## src/logic/cam_seq_params.svh

```systemverilog
// Timing, geometry and field constants of the acquisition sequencer
`ifndef CAM_SEQ_PARAMS_SVH
`define CAM_SEQ_PARAMS_SVH
`define ROW_CLOCKS        12'd2624
`define FULL_FRAME_ROWS   16'd1080
`define SHORT_TOP_ROWS    32'd3
`define LONG_MIN_ROWS     32'd4
`define MIN_PULSE_CLKS    32'd2
`define MEM_DEPTH         4
`define MEM_PTR_W         2
`define FRAME_ID_W        8
`endif

```

## src/logic/cam_seq_pkg.sv

```systemverilog
// Types shared by the acquisition sequencer
package cam_seq_pkg;
  typedef enum logic [2:0] {
    TRIG_INT, TRIG_INT_OVL, TRIG_EXT, TRIG_EXT_OVL,
    TRIG_EXPO, TRIG_EXPO_OVL, TRIG_START, TRIG_START_OVL
  } trig_mode_type;
  typedef enum logic [1:0] {ACQ_SINGLE, ACQ_SERIES, ACQ_CONT} acq_mode_type;
endpackage : cam_seq_pkg

```

## src/logic/camera_acquisition_sequencer.sv

```systemverilog
// Global-shutter trigger, exposure and frame sequencer with frame memory
`timescale 1ns/100ps
`include "cam_seq_params.svh"

// Functional notes
// - Exposure rounded up to whole rows.
// - Row period is 2624 readout clocks.
// - Frame rows from readout window height.
// - Short/long class locked while acquiring.
// - Internal non-overlap short/long exposure ranges.
// - Overlap minimum frame plus gap plus row.
// - External trigger sets cycle, pulse width unchecked.
// - Pulse width sets exposure, min enforced.
// - Edge interval sets exposure, min twice frame plus gap.
// - External start then runs like internal.
// - Reference plus image form one frame.
// - Triggers only accepted while ready.
// - Single scan takes exactly one frame.
// - Series stops at programmed frame count.
// - Frames stored then sent in order.
// - Full memory stalls triggered series; internal timing drops frames.
// - Internally timed continuous aborts when a frame finds memory full.
// - New exposure applies from next frame.
// - Mid-run exposure clamped to mode range.
// - Internal rate set only before start.
// - Ready output marks accepted rising edges.
// - First overlap exposure frame discarded.
module camera_acquisition_sequencer
  import cam_seq_pkg::*;
(
  input  wire logic                       clk,            // 100 MHz readout clock
  input  wire logic                       rst_n,          // Async reset, active low
  input  wire cam_seq_pkg::trig_mode_type trigMode,       // Triggering mode
  input  wire cam_seq_pkg::acq_mode_type  acqMode,        // Acquisition mode
  input  wire logic                       acqStart,       // Start acquisition pulse
  input  wire logic                       acqAbort,       // Abort pulse
  input  wire logic [15:0]                windowRows,     // Readout window rows per frame, 0 = 1080
  input  wire logic [15:0]                interFrameRows, // Inter-frame gap in rows
  input  wire logic [31:0]                exposureClks,   // Requested exposure, clocks
  input  wire logic                       exposureWr,     // Exposure write strobe
  input  wire logic [31:0]                cyclePeriodRows,// Internal cycle, 0 = fastest
  input  wire logic [31:0]                frameCount,     // Series length
  input  wire logic                       extTrigger,     // External trigger input
  input  wire logic                       hostTrigger,    // host_issued_trigger pulse
  input  wire logic                       txReady,        // Host link can take a frame
  output logic                            triggerReady,   // Ready for rising edge
  output logic                            acquiring,      // Acquisition running
  output logic                            exposing,       // Sensor exposing
  output logic                            frameValid,     // Frame leaves to host
  output logic [7:0]                      frameId,        // Id of outgoing frame
  output logic                            memFull,        // Frame memory full
  output logic                            acqAborted,     // Ended by overflow
  output logic [31:0]                     exposureRows_q  // Active exposure, rows
);
  import cam_seq_pkg::*;

  typedef enum logic [2:0] {S_IDLE, S_ARMED, S_EXPOSE, S_READ, S_WAIT} state_type;

  function automatic logic [31:0] clks_to_rows(input logic [31:0] c);
    clks_to_rows = (c + 32'(`ROW_CLOCKS) - 32'd1) / 32'(`ROW_CLOCKS);
  endfunction : clks_to_rows

  state_type                  state_q, state_d;
  logic [11:0]                rowClk_q;
  logic [31:0]                rowCnt_q;
  logic [31:0]                framesDone_q;
  logic [31:0]                pendExp_q;
  logic                       pendValid_q;
  logic                       longClass_q;
  logic                       firstEdge_q;
  logic                       trigPrev_q;
  logic [31:0]                pulseLen_q;
  logic [31:0]                cycleRows_q;
  logic [7:0]                 frameSeq_q;
  logic [7:0]                 mem [0:`MEM_DEPTH-1];
  logic [`MEM_PTR_W:0]        wrPtr_q, rdPtr_q;

  wire isOverlap  = (trigMode == TRIG_INT_OVL) || (trigMode == TRIG_EXT_OVL) ||
                    (trigMode == TRIG_EXPO_OVL) || (trigMode == TRIG_START_OVL);
  wire isExtEdge  = (trigMode == TRIG_EXT) || (trigMode == TRIG_EXT_OVL);
  wire isExpo     = (trigMode == TRIG_EXPO) || (trigMode == TRIG_EXPO_OVL);
  wire isStart    = (trigMode == TRIG_START) || (trigMode == TRIG_START_OVL);
  wire [31:0] frameRows = (windowRows == 16'd0) ? 32'(`FULL_FRAME_ROWS)
                                                : 32'(windowRows);
  wire [31:0] gapRows   = 32'(interFrameRows);
  wire [31:0] reqRows   = clks_to_rows(exposureClks);
  wire        reqLong   = reqRows >= frameRows + `LONG_MIN_ROWS;
  wire [31:0] ovlMin    = frameRows + gapRows + 32'd1;
  wire [31:0] longMin   = frameRows + `LONG_MIN_ROWS;
  wire [31:0] shortMax  = frameRows + `SHORT_TOP_ROWS;
  wire [31:0] expoMin   = frameRows + `SHORT_TOP_ROWS;
  wire [31:0] expoOvlMin = 32'd2 * (frameRows + gapRows);
  // Legal range for the active mode and locked class
  wire [31:0] modeMin   = isOverlap ? ovlMin :
                          (isExtEdge || longClass_q) ? longMin : 32'd1;
  wire [31:0] modeMax   = (!isOverlap && !isExtEdge && !longClass_q) ? shortMax
                                                                     : 32'hffffffff;
  wire [31:0] clampRows = (reqRows < modeMin) ? modeMin :
                          (reqRows > modeMax) ? modeMax : reqRows;
  wire        rowTick   = (rowClk_q == `ROW_CLOCKS - 12'd1);
  wire        trigIn    = extTrigger | hostTrigger;
  wire        rise      = trigIn & ~trigPrev_q;
  wire        fall      = ~trigIn & trigPrev_q;
  wire        pulseOk   = pulseLen_q + 32'd1 >= `MIN_PULSE_CLKS;
  wire        intOnly   = (trigMode == TRIG_INT) || (trigMode == TRIG_INT_OVL);
  wire        intTimed  = intOnly || (isStart && !firstEdge_q);
  wire [`MEM_PTR_W:0] used = wrPtr_q - rdPtr_q;
  wire        full      = used == (`MEM_PTR_W+1)'(`MEM_DEPTH);
  wire        empty     = used == '0;
  wire        seriesDone = (acqMode == ACQ_SINGLE && framesDone_q != 32'd0) ||
                           (acqMode == ACQ_SERIES && framesDone_q >= frameCount);
  wire        accept    = (state_q == S_ARMED) && rise && !full;
  wire        expoEnd   = trigMode == TRIG_EXPO ? (fall && rowCnt_q >= expoMin)
                        : trigMode == TRIG_EXPO_OVL ? (rise && rowCnt_q >= expoOvlMin)
                        : (rowTick && rowCnt_q + 32'd1 >= exposureRows_q);
  wire        readEnd   = rowTick && rowCnt_q + 32'd1 >= frameRows;
  wire        cycleEnd  = rowTick && rowCnt_q + 32'd1 >= cycleRows_q;
  // Discard the frame of the first overlap external-exposure edge
  wire        keepFrame = !(trigMode == TRIG_EXPO_OVL && firstEdge_q);
  wire        storeFrame = (state_q == S_READ) && readEnd && keepFrame;
  wire        overflow  = storeFrame && full && acqMode == ACQ_CONT;
  wire        sendFrame = !empty && txReady && !frameValid;
  wire        stop      = acqAbort || overflow;

  always_comb
  begin
    state_d = state_q;
    unique case (state_q)
      S_IDLE:   if (acqStart) state_d = intOnly ? S_EXPOSE : S_ARMED;
      S_ARMED:  if (accept) state_d = S_EXPOSE;
      S_EXPOSE: if (expoEnd) state_d = S_READ;
      S_READ:   if (readEnd) state_d = S_WAIT;
      S_WAIT:
        if (seriesDone) state_d = S_IDLE;
        else if (!intTimed || isExpo) state_d = S_ARMED;
        else if (isOverlap || cycleEnd) state_d = S_EXPOSE;
    endcase
    if (stop) state_d = S_IDLE;
  end

  always_ff @(posedge clk or negedge rst_n)
  begin
    if (!rst_n)
    begin
      state_q <= S_IDLE;
      rowClk_q <= 12'd0;
      rowCnt_q <= 32'd0;
      trigPrev_q <= 1'b0;
      pulseLen_q <= 32'd0;
    end
    else
    begin
      state_q <= state_d;
      rowClk_q <= (rowTick || state_q != state_d) ? 12'd0 : rowClk_q + 12'd1;
      rowCnt_q <= (state_q != state_d) ? 32'd0 : rowCnt_q + 32'(rowTick);
      trigPrev_q <= trigIn;
      pulseLen_q <= trigIn ? pulseLen_q + 32'd1 : 32'd0;
    end
  end

  // Strobes shared by the register blocks below
  wire        startNow  = (state_q == S_IDLE) && acqStart;
  wire        expWrTake = exposureWr && (state_q != S_IDLE) && !isExpo;
  wire        expoDone  = (state_q == S_EXPOSE) && expoEnd;
  wire        stored    = storeFrame && !full;
  wire [31:0] startRows = (reqRows == 32'd0) ? 32'd1 : reqRows;

  // Class and rate are latched at start only
  always_ff @(posedge clk or negedge rst_n)
  begin
    if (!rst_n)
    begin
      longClass_q <= 1'b0;
      cycleRows_q <= 32'd0;
    end
    else if (startNow)
    begin
      longClass_q <= reqLong;
      cycleRows_q <= cyclePeriodRows;
    end
  end

  // Active exposure changes only between frames
  always_ff @(posedge clk or negedge rst_n)
  begin
    if (!rst_n)
    begin
      exposureRows_q <= 32'd1;
    end
    else if (startNow)
    begin
      exposureRows_q <= startRows;
    end
    else if (expoDone && pendValid_q)
    begin
      exposureRows_q <= pendExp_q;
    end
  end

  always_ff @(posedge clk or negedge rst_n)
  begin
    if (!rst_n)
    begin
      pendExp_q <= 32'd1;
    end
    else if (expWrTake)
    begin
      pendExp_q <= clampRows;
    end
  end

  // A write in the cycle the exposure ends stays pending
  always_ff @(posedge clk or negedge rst_n)
  begin
    if (!rst_n)
    begin
      pendValid_q <= 1'b0;
    end
    else if (startNow)
    begin
      pendValid_q <= 1'b0;
    end
    else if (expWrTake)
    begin
      pendValid_q <= 1'b1;
    end
    else if (expoDone)
    begin
      pendValid_q <= 1'b0;
    end
  end

  always_ff @(posedge clk or negedge rst_n)
  begin
    if (!rst_n)
    begin
      firstEdge_q <= 1'b1;
    end
    else if (startNow)
    begin
      firstEdge_q <= 1'b1;
    end
    else if ((accept && pulseOk) || (state_q == S_READ && readEnd))
    begin
      firstEdge_q <= 1'b0;
    end
  end

  // Frame memory, written in production order, drained in the same order
  always_ff @(posedge clk)
  begin
    if (stored) mem[wrPtr_q[`MEM_PTR_W-1:0]] <= frameSeq_q;
  end

  always_ff @(posedge clk or negedge rst_n)
  begin
    if (!rst_n)
    begin
      wrPtr_q <= '0;
      frameSeq_q <= 8'h00;
    end
    else if (stored)
    begin
      wrPtr_q <= wrPtr_q + (`MEM_PTR_W+1)'(1);
      frameSeq_q <= frameSeq_q + 8'h01;
    end
  end

  // Frame count restarts with every acquisition
  always_ff @(posedge clk or negedge rst_n)
  begin
    if (!rst_n)
    begin
      framesDone_q <= 32'd0;
    end
    else if (startNow)
    begin
      framesDone_q <= 32'd0;
    end
    else if (stored)
    begin
      framesDone_q <= framesDone_q + 32'd1;
    end
  end

  always_ff @(posedge clk or negedge rst_n)
  begin
    if (!rst_n)
    begin
      rdPtr_q <= '0;
      frameValid <= 1'b0;
      frameId <= 8'h00;
    end
    else
    begin
      frameValid <= sendFrame;
      if (sendFrame)
      begin
        frameId <= mem[rdPtr_q[`MEM_PTR_W-1:0]];
        rdPtr_q <= rdPtr_q + (`MEM_PTR_W+1)'(1);
      end
    end
  end

  // Status levels follow the next state so they line up with it
  always_ff @(posedge clk or negedge rst_n)
  begin
    if (!rst_n)
    begin
      triggerReady <= 1'b0;
      acquiring <= 1'b0;
      exposing <= 1'b0;
    end
    else
    begin
      triggerReady <= (state_d == S_ARMED) && !full;
      acquiring <= state_d != S_IDLE;
      exposing <= state_d == S_EXPOSE;
    end
  end

  // Overflow flag holds until the next start
  always_ff @(posedge clk or negedge rst_n)
  begin
    if (!rst_n)
    begin
      memFull <= 1'b0;
      acqAborted <= 1'b0;
    end
    else
    begin
      memFull <= full;
      if (overflow)
      begin
        acqAborted <= 1'b1;
      end
      else if (acqStart)
      begin
        acqAborted <= 1'b0;
      end
    end
  end
endmodule : camera_acquisition_sequencer

```

## config.mk

```make
export PLATFORM = sky130hd
export DESIGN_NAME = camera_acquisition_sequencer
export DESIGN_NICKNAME = d
export VERILOG_FILES = /design/src/logic/cam_seq_pkg.sv /design/src/logic/camera_acquisition_sequencer.sv
export VERILOG_INCLUDE_DIRS = /design/src /design/src/logic
export SDC_FILE = /design/constraint.sdc
export NUM_CORES = 1
export LEC_CHECK = 0
export BUFFER_PORTS_ARGS = -buffer_cell sky130_fd_sc_hd__buf_2
export CAP_MARGIN = 20
export CORE_ASPECT_RATIO = 1.1
export CORE_MARGIN = 4
export CORE_UTILIZATION = 46
export CTS_BUF_LIST = sky130_fd_sc_hd__clkbuf_2
export CTS_CLUSTER_SIZE = 8
export DETAILED_ROUTE_END_ITERATION = 10
export HOLD_SLACK_MARGIN = 0.06
export PLACE_DENSITY = 0.66
export SLEW_MARGIN = 20
export SYNTH_ARGS = -nofsm -noshare
export SYNTH_HDL_FRONTEND = slang
export SYNTH_SLANG_ARGS = --single-unit
```

## constraint.sdc

```tcl
create_clock -name clk -period 6.5 [get_ports clk]
set_input_delay 0.975 -clock clk [delete_from_list [all_inputs] [get_ports clk]]
set_output_delay 0.975 -clock clk [all_outputs]
set_load 0.02 [all_outputs]
```

Word level (Yosys, flattened, before mapping)
Memory sizes are Yosys's and may differ from the RTL's. A register that Yosys moved wholly into a read port is not among the register bits.
Index checks and enable logic that the tools add are counted.
- logic and storage cells: 173
- register bits: 231
- output and inout port bits: 46
- memories: 1
- RAM bits: 32
- input port bits: 141
- div/mod/pow operators: 1
- add/sub/neg operators: 15
- equality and inequality tests: 18
- reductions and logical operators: 67
- magnitude comparators: 10
- bitwise logic cells: 5
- mux-type cells: 35
- memory list (name ; depth ; bits a word ; rd ports ; clocked after Yosys merged registers in ; write ports ; RTL line ; text):
    mem ; 4 ; 8 ; 1 ; 1 ; 1 ; camera_acquisition_sequencer.sv:75 ; logic [7:0] mem [0:`MEM_DEPTH-1];
- operators by type and width (cell ; number):
    $mux 32 ; 11
    $add 32x1->32 const B ; 4
    $ge 32x32->1 ; 4
    $add 32x1->32 ; 1
    $add 32x12->32 const B ; 1
    $div 32x12->32 const B ; 1
    $ge 32x16->1 ; 1
    $ge 32x17->1 ; 1
    $ge 32x18->1 ; 1
    $ge 32x2->1 const B ; 1
    $gt 32x32->1 ; 1
    $logic_not 32->1 ; 1
    $lt 32x32->1 ; 1
    $reduce_bool 32->1 ; 1
    $sub 32x1->32 const B ; 1
    $logic_and 1x1->1 ; 27
    $mux 3 ; 8
    $eq 3x3->1 const B ; 6
    $add 16x16->17 ; 1
    $add 16x2->17 const B ; 1
    $add 16x3->17 const B ; 1
    $mux 17 ; 1
    $logic_not 16->1 ; 1
    $mux 16 ; 1
    other kinds (23) ; 73

Depth between registers and ports, before layout
- word-level depth: 13
- mapped depth: 92
- gate-level depth less buffers: 83

Worst setup path after synthesis
Ideal clock, no wire load.
- path type: in2reg
- from: input exposureClks[9]
- to: register pendExp_q[0]
- setup slack: -11.744 ns
- stages on the path: 78
- arrival: 18.164 ns
- required time: 6.421 ns
- cells stage by stage: buf_6 -> or3b_4 -> a211o_4 -> a2111oi_4 -> xnor2_1 -> a211oi_2 -> mux2i_1 -> and4_1 -> o21ai_1 -> and2_1 -> buf_4 -> nand3_1 -> o21ai_2 -> xnor2_4 -> mux2_2 -> a31o_1 -> a2111oi_1 -> or2_1 -> [... 42 more ...] -> mux2_2 -> a21oi_2 -> o21ai_1 -> or2_2 -> ha_1 -> nor2b_1 -> o21ai_0 -> nand2b_1 -> a21oi_1 -> o21ai_0 -> a21oi_1 -> o21ai_0 -> a21oi_1 -> nor2_1 -> dlygate4sd3_1 -> nand2_1 -> a221o_1 -> a22o_1
- word-level cells in the longest chain between the ends: 6
- ends and longest elaborated chain (item ; RTL line ; text):
    from (decl) ; camera_acquisition_sequencer.sv:39 ; input wire logic [31:0] exposureClks,
    $add 32x12->32 * ; camera_acquisition_sequencer.sv:60 ; clks_to_rows = (c + 32'(`ROW_CLOCKS) - 32'd1) / 32'(`ROW_CLOCKS);
    $sub 32x1->32 * ; camera_acquisition_sequencer.sv:60 ;
    $div 32x12->32 * ; camera_acquisition_sequencer.sv:60 ;
    $gt 32x32->1 ; camera_acquisition_sequencer.sv:99 ; (reqRows > modeMax) ? modeMax : reqRows;
    $mux 32 ; camera_acquisition_sequencer.sv:99 ;
    $mux 32 * ; camera_acquisition_sequencer.sv:98 ; wire [31:0] clampRows = (reqRows < modeMin) ? modeMin :
    to (signal assigned) ; camera_acquisition_sequencer.sv:208 ; pendExp_q <= clampRows;
    to (decl) ; camera_acquisition_sequencer.sv:67 ; logic [31:0] pendExp_q;
Every way passes the cells marked *; elsewhere a longest branch is shown, timed or not.
A chain may end at the register's enable or synchronous reset.

Worst setup path after layout
Same ends and word-level chain as after synthesis.

==> metrics.md <==
| Metric | Value |
|---|---|
| Post-Synthesis Cells | 3,116 |
| Sum Neg Setup Slack | -297.01 ns |
| Post-synth ARST share | 0.873 |
| GRT busiest layer | met2 |
| DR vias | 26,880 |
| Routed WL | 85,400 um |
| Final Hold Viols | 0 |
| WP data arrival | 17.99 ns |
| Critical path type | in2reg |
| Number of synthesized flops with an enable pin | 32 |
| Pre-antenna DRT Iters | 7 |
| Failing checks | setup timing |
| Most frequent CP cell | buf_6 |
| RSZ-0062 raised after global routing | yes |
| Initial antenna violation count | 1 |
| Pre-CTS setup slack | -11.49 ns |
| Clock Latency Late Sink | 1.00 ns |
| M2 GR Usage | 0.476 |
| CP peak stage delay | 0.55 ns |
| Initial core utilization | 0.464 |
| DRT iter0 DRCs | 1,787 |
| Num rows | 91 |
| Startpoint types | input port |
| Core footprint | 55,900 um2 |
| First-pass GRT wire length | 136,000 um |
| Pin slew with the least headroom to its limit | 0.900 ns |
| Tmin final | 17.16 ns |
| Synthesized area per cell | 8.33 um2 |
| Yosys warns | 0 |
| Antenna viol nets, final | 0 |
| Seq/Total Area, Yosys | 0.248 |
| Fmax | 0.0583 GHz |
| Clock sink count | 251 |
| Die width | 234 um |
| Total grt overflow | 0 |
| Status | finished, violations left |
| Slowest cell on crit path | a2111o_1 |
| Vias per cell | 5.66 |
| Clk buf depth | 3 |
| Max Slew Vio Count | 0 |
| Wire per inst | 18.0 um |
| GP Congestion | 0.977 |
| Delay-heaviest family, CP | compound AO/OA/AOI/OAI gates |
| Area grow syn2layout | 35.8% |
| HPWL after DPL | 66,700 um |
| Share of cells above drive strength 1 | 0.364 |
| GR Util met3 | 0.0279 |
| Final setup violation count | 86 |
| Vias in the first global route | 27,074 |
| H-tree depth | 2 |
| Largest net degree at the start of global routing | 135 |
| Hold Path Class | in2reg |
| MaxCap Viol Count | 0 |
| CP max FO | 8 |
| Gr usage total | 0.270 |
| Synth Cell Area | 25,900 um2 |
| Crit path required time | 7.34 ns |
| Worst-path clk slew | 0.11 ns |
| Top FF cell, synth | dfrtp_1 |
| CTS Buf Count | 60 |
| Synthesized Nets | 3,493 |
| Setup WS post-layout | -10.66 ns |
| Period utilization | 2.64 |
| Slew margin rel. | 0.400 |
| Clock tree from TritonCTS | done |
| Synth unique cells | 152 |
| #FFs+latches synth | 251 |
| I/O pin total | 187 |
| CP endpoint kind | flop |
| Die ar. | 60,300 um2 |
| GRT met1 Usage | 0.337 |
| Die extent in y | 257 um |
| Worst path bufs/invs | 20 |
| Root buf cell | clkbuf_2 |
| Layout Skew | 0.114 ns |
| Nets | 4,333 |
| DRC | 0 |
| Port Buffer Count | 186 |
## layer usage
| layer | wire length, um | share of wire |
|---|---|---|
| met2 | 42800 | 0.50 |
| met5 | 0 | 0 |
| met4 | 3520 | 0.041 |
| met3 | 4110 | 0.048 |
| met1 | 34900 | 0.41 |
## worst paths after layout
path / startpoint / endpoint / slack (ns) / depth (start not counted)
min in group asynchronous: rst_n / frameId[3] / 0.54 / 2
worst min register to register: rowClk_q[0] / rowClk_q[0] / 0.50 / 1
worst min-delay path: cyclePeriodRows[27] / cycleRows_q[27] / 0.18 / 3
worst max-delay path: exposureClks[9] / pendExp_q[0] / -10.66 / 92
worst max register to register: exposureRows_q[0] / rowCnt_q[7] / -0.16 / 50
max in group asynchronous: rst_n / rowCnt_q[8] / 4.68 / 3
## final cells by class
| cell class | instances | area, um2 |
|---|---|---|
| Antenna cell | 1 | 2.50 |
| Clock buffer | 91 | 455 |
| Clock inverter | 17 | 121 |
| Fill cell | 4777 | 20700 |
| Inverter | 202 | 785 |
| Multi-Input combinational cell | 2534 | 19800 |
| Sequential cell | 251 | 6440 |
| Tap cell | 744 | 931 |
| Timing Repair Buffer | 907 | 6700 |
## stage by stage
stage	hold WS, ns	cell area [um2]	utilization	std cells
4_1_cts	0.0786	34200	0.611	4695
2_1_floorplan	0.440	26400	-	3116
6_report	0.182	35200	0.630	4747
3_3_place_gp	0.462	32100	0.574	4520
5_1_grt	0.0817	35200	0.630	4747
3_5_place_dp	0.466	32100	0.574	4520
## cells in the mapped netlist, types with 60 or more instances
cell / number / area share
xor2_1: 103 / 0.035
nor3_1: 60 / 0.012
a21oi_1: 189 / 0.036
nor2_1: 311 / 0.045
dfrtp_1: 216 / 0.21
clkbuf_1: 68 / 0.0098
xnor2_1: 154 / 0.052
inv_1: 192 / 0.028
ha_1: 235 / 0.11
nand2_1: 261 / 0.038
nand3_1: 94 / 0.018
o21ai_0: 160 / 0.031
## timing repair
item / in CTS / in global routing
endpoints found under the hold margin: 73 / 0
pin swaps: 92 / 137
cloned: 3 / 0
setup endpoints to repair: 90 / 93
hold buffers: 1 / 0
setup buffers: 67 / 51
resized for setup: 202 / 147
## layout by cell type (no fill, tap or decap), types with 22 or more instances in the layout
cell type,Yosys,routed
nand2b_1,59,58
ha_1,235,231
nand3_1,94,88
buf_6,18,54
a31oi_1,38,34
nor2b_1,53,52
and3_1,46,44
a21o_1,51,51
nor2_1,311,296
xnor2_1,154,146
buf_2,10,184
buf_4,16,655
nor4_1,27,25
o21ai_2,10,22
and2_1,34,27
dfrtp_1,216,216
nand2_1,261,245
xor2_1,103,100
inv_1,192,187
mux2i_1,42,38
clkbuf_2,2,91
a21oi_1,189,156
nor3_1,60,50
edfxtp_1,32,32
nand4_1,56,56
a21oi_2,17,40
o21ai_1,31,46
o21ai_0,160,120
## worst min-delay path, delay by kind of cell
| kind | cells | cell delay, ns |
|---|---|---|
| AND/OR/NAND/NOR | 1 | 0.04 |
| AO/OA/AOI/OAI | 1 | 0.06 |
| buffers and inverters | 1 | 0.07 |
## cells by family after synthesis
group,share of synthesized area
AOI/OAI and AO/OA,0.229
xor gates and xnor gates,0.0983
adders and majority gates,0.117
buffers and inverters,0.0598
DFF,0.248
muxes,0.0335
and+or+nand+nor,0.214
## sequential cells by signal, indices dropped and copies added, names as in the netlist, 8 cells and up
register,cells
exposureRows_q,22
frameId,8
rowCnt_q,32
pulseLen_q,32
pendExp_q,22
frameSeq_q,8
cycleRows_q,32
framesDone_q,32
mem,32
rowClk_q,12
Power is not shown: default switching activity piles up to over one toggle a cycle in this logic, so the estimate is an artifact.
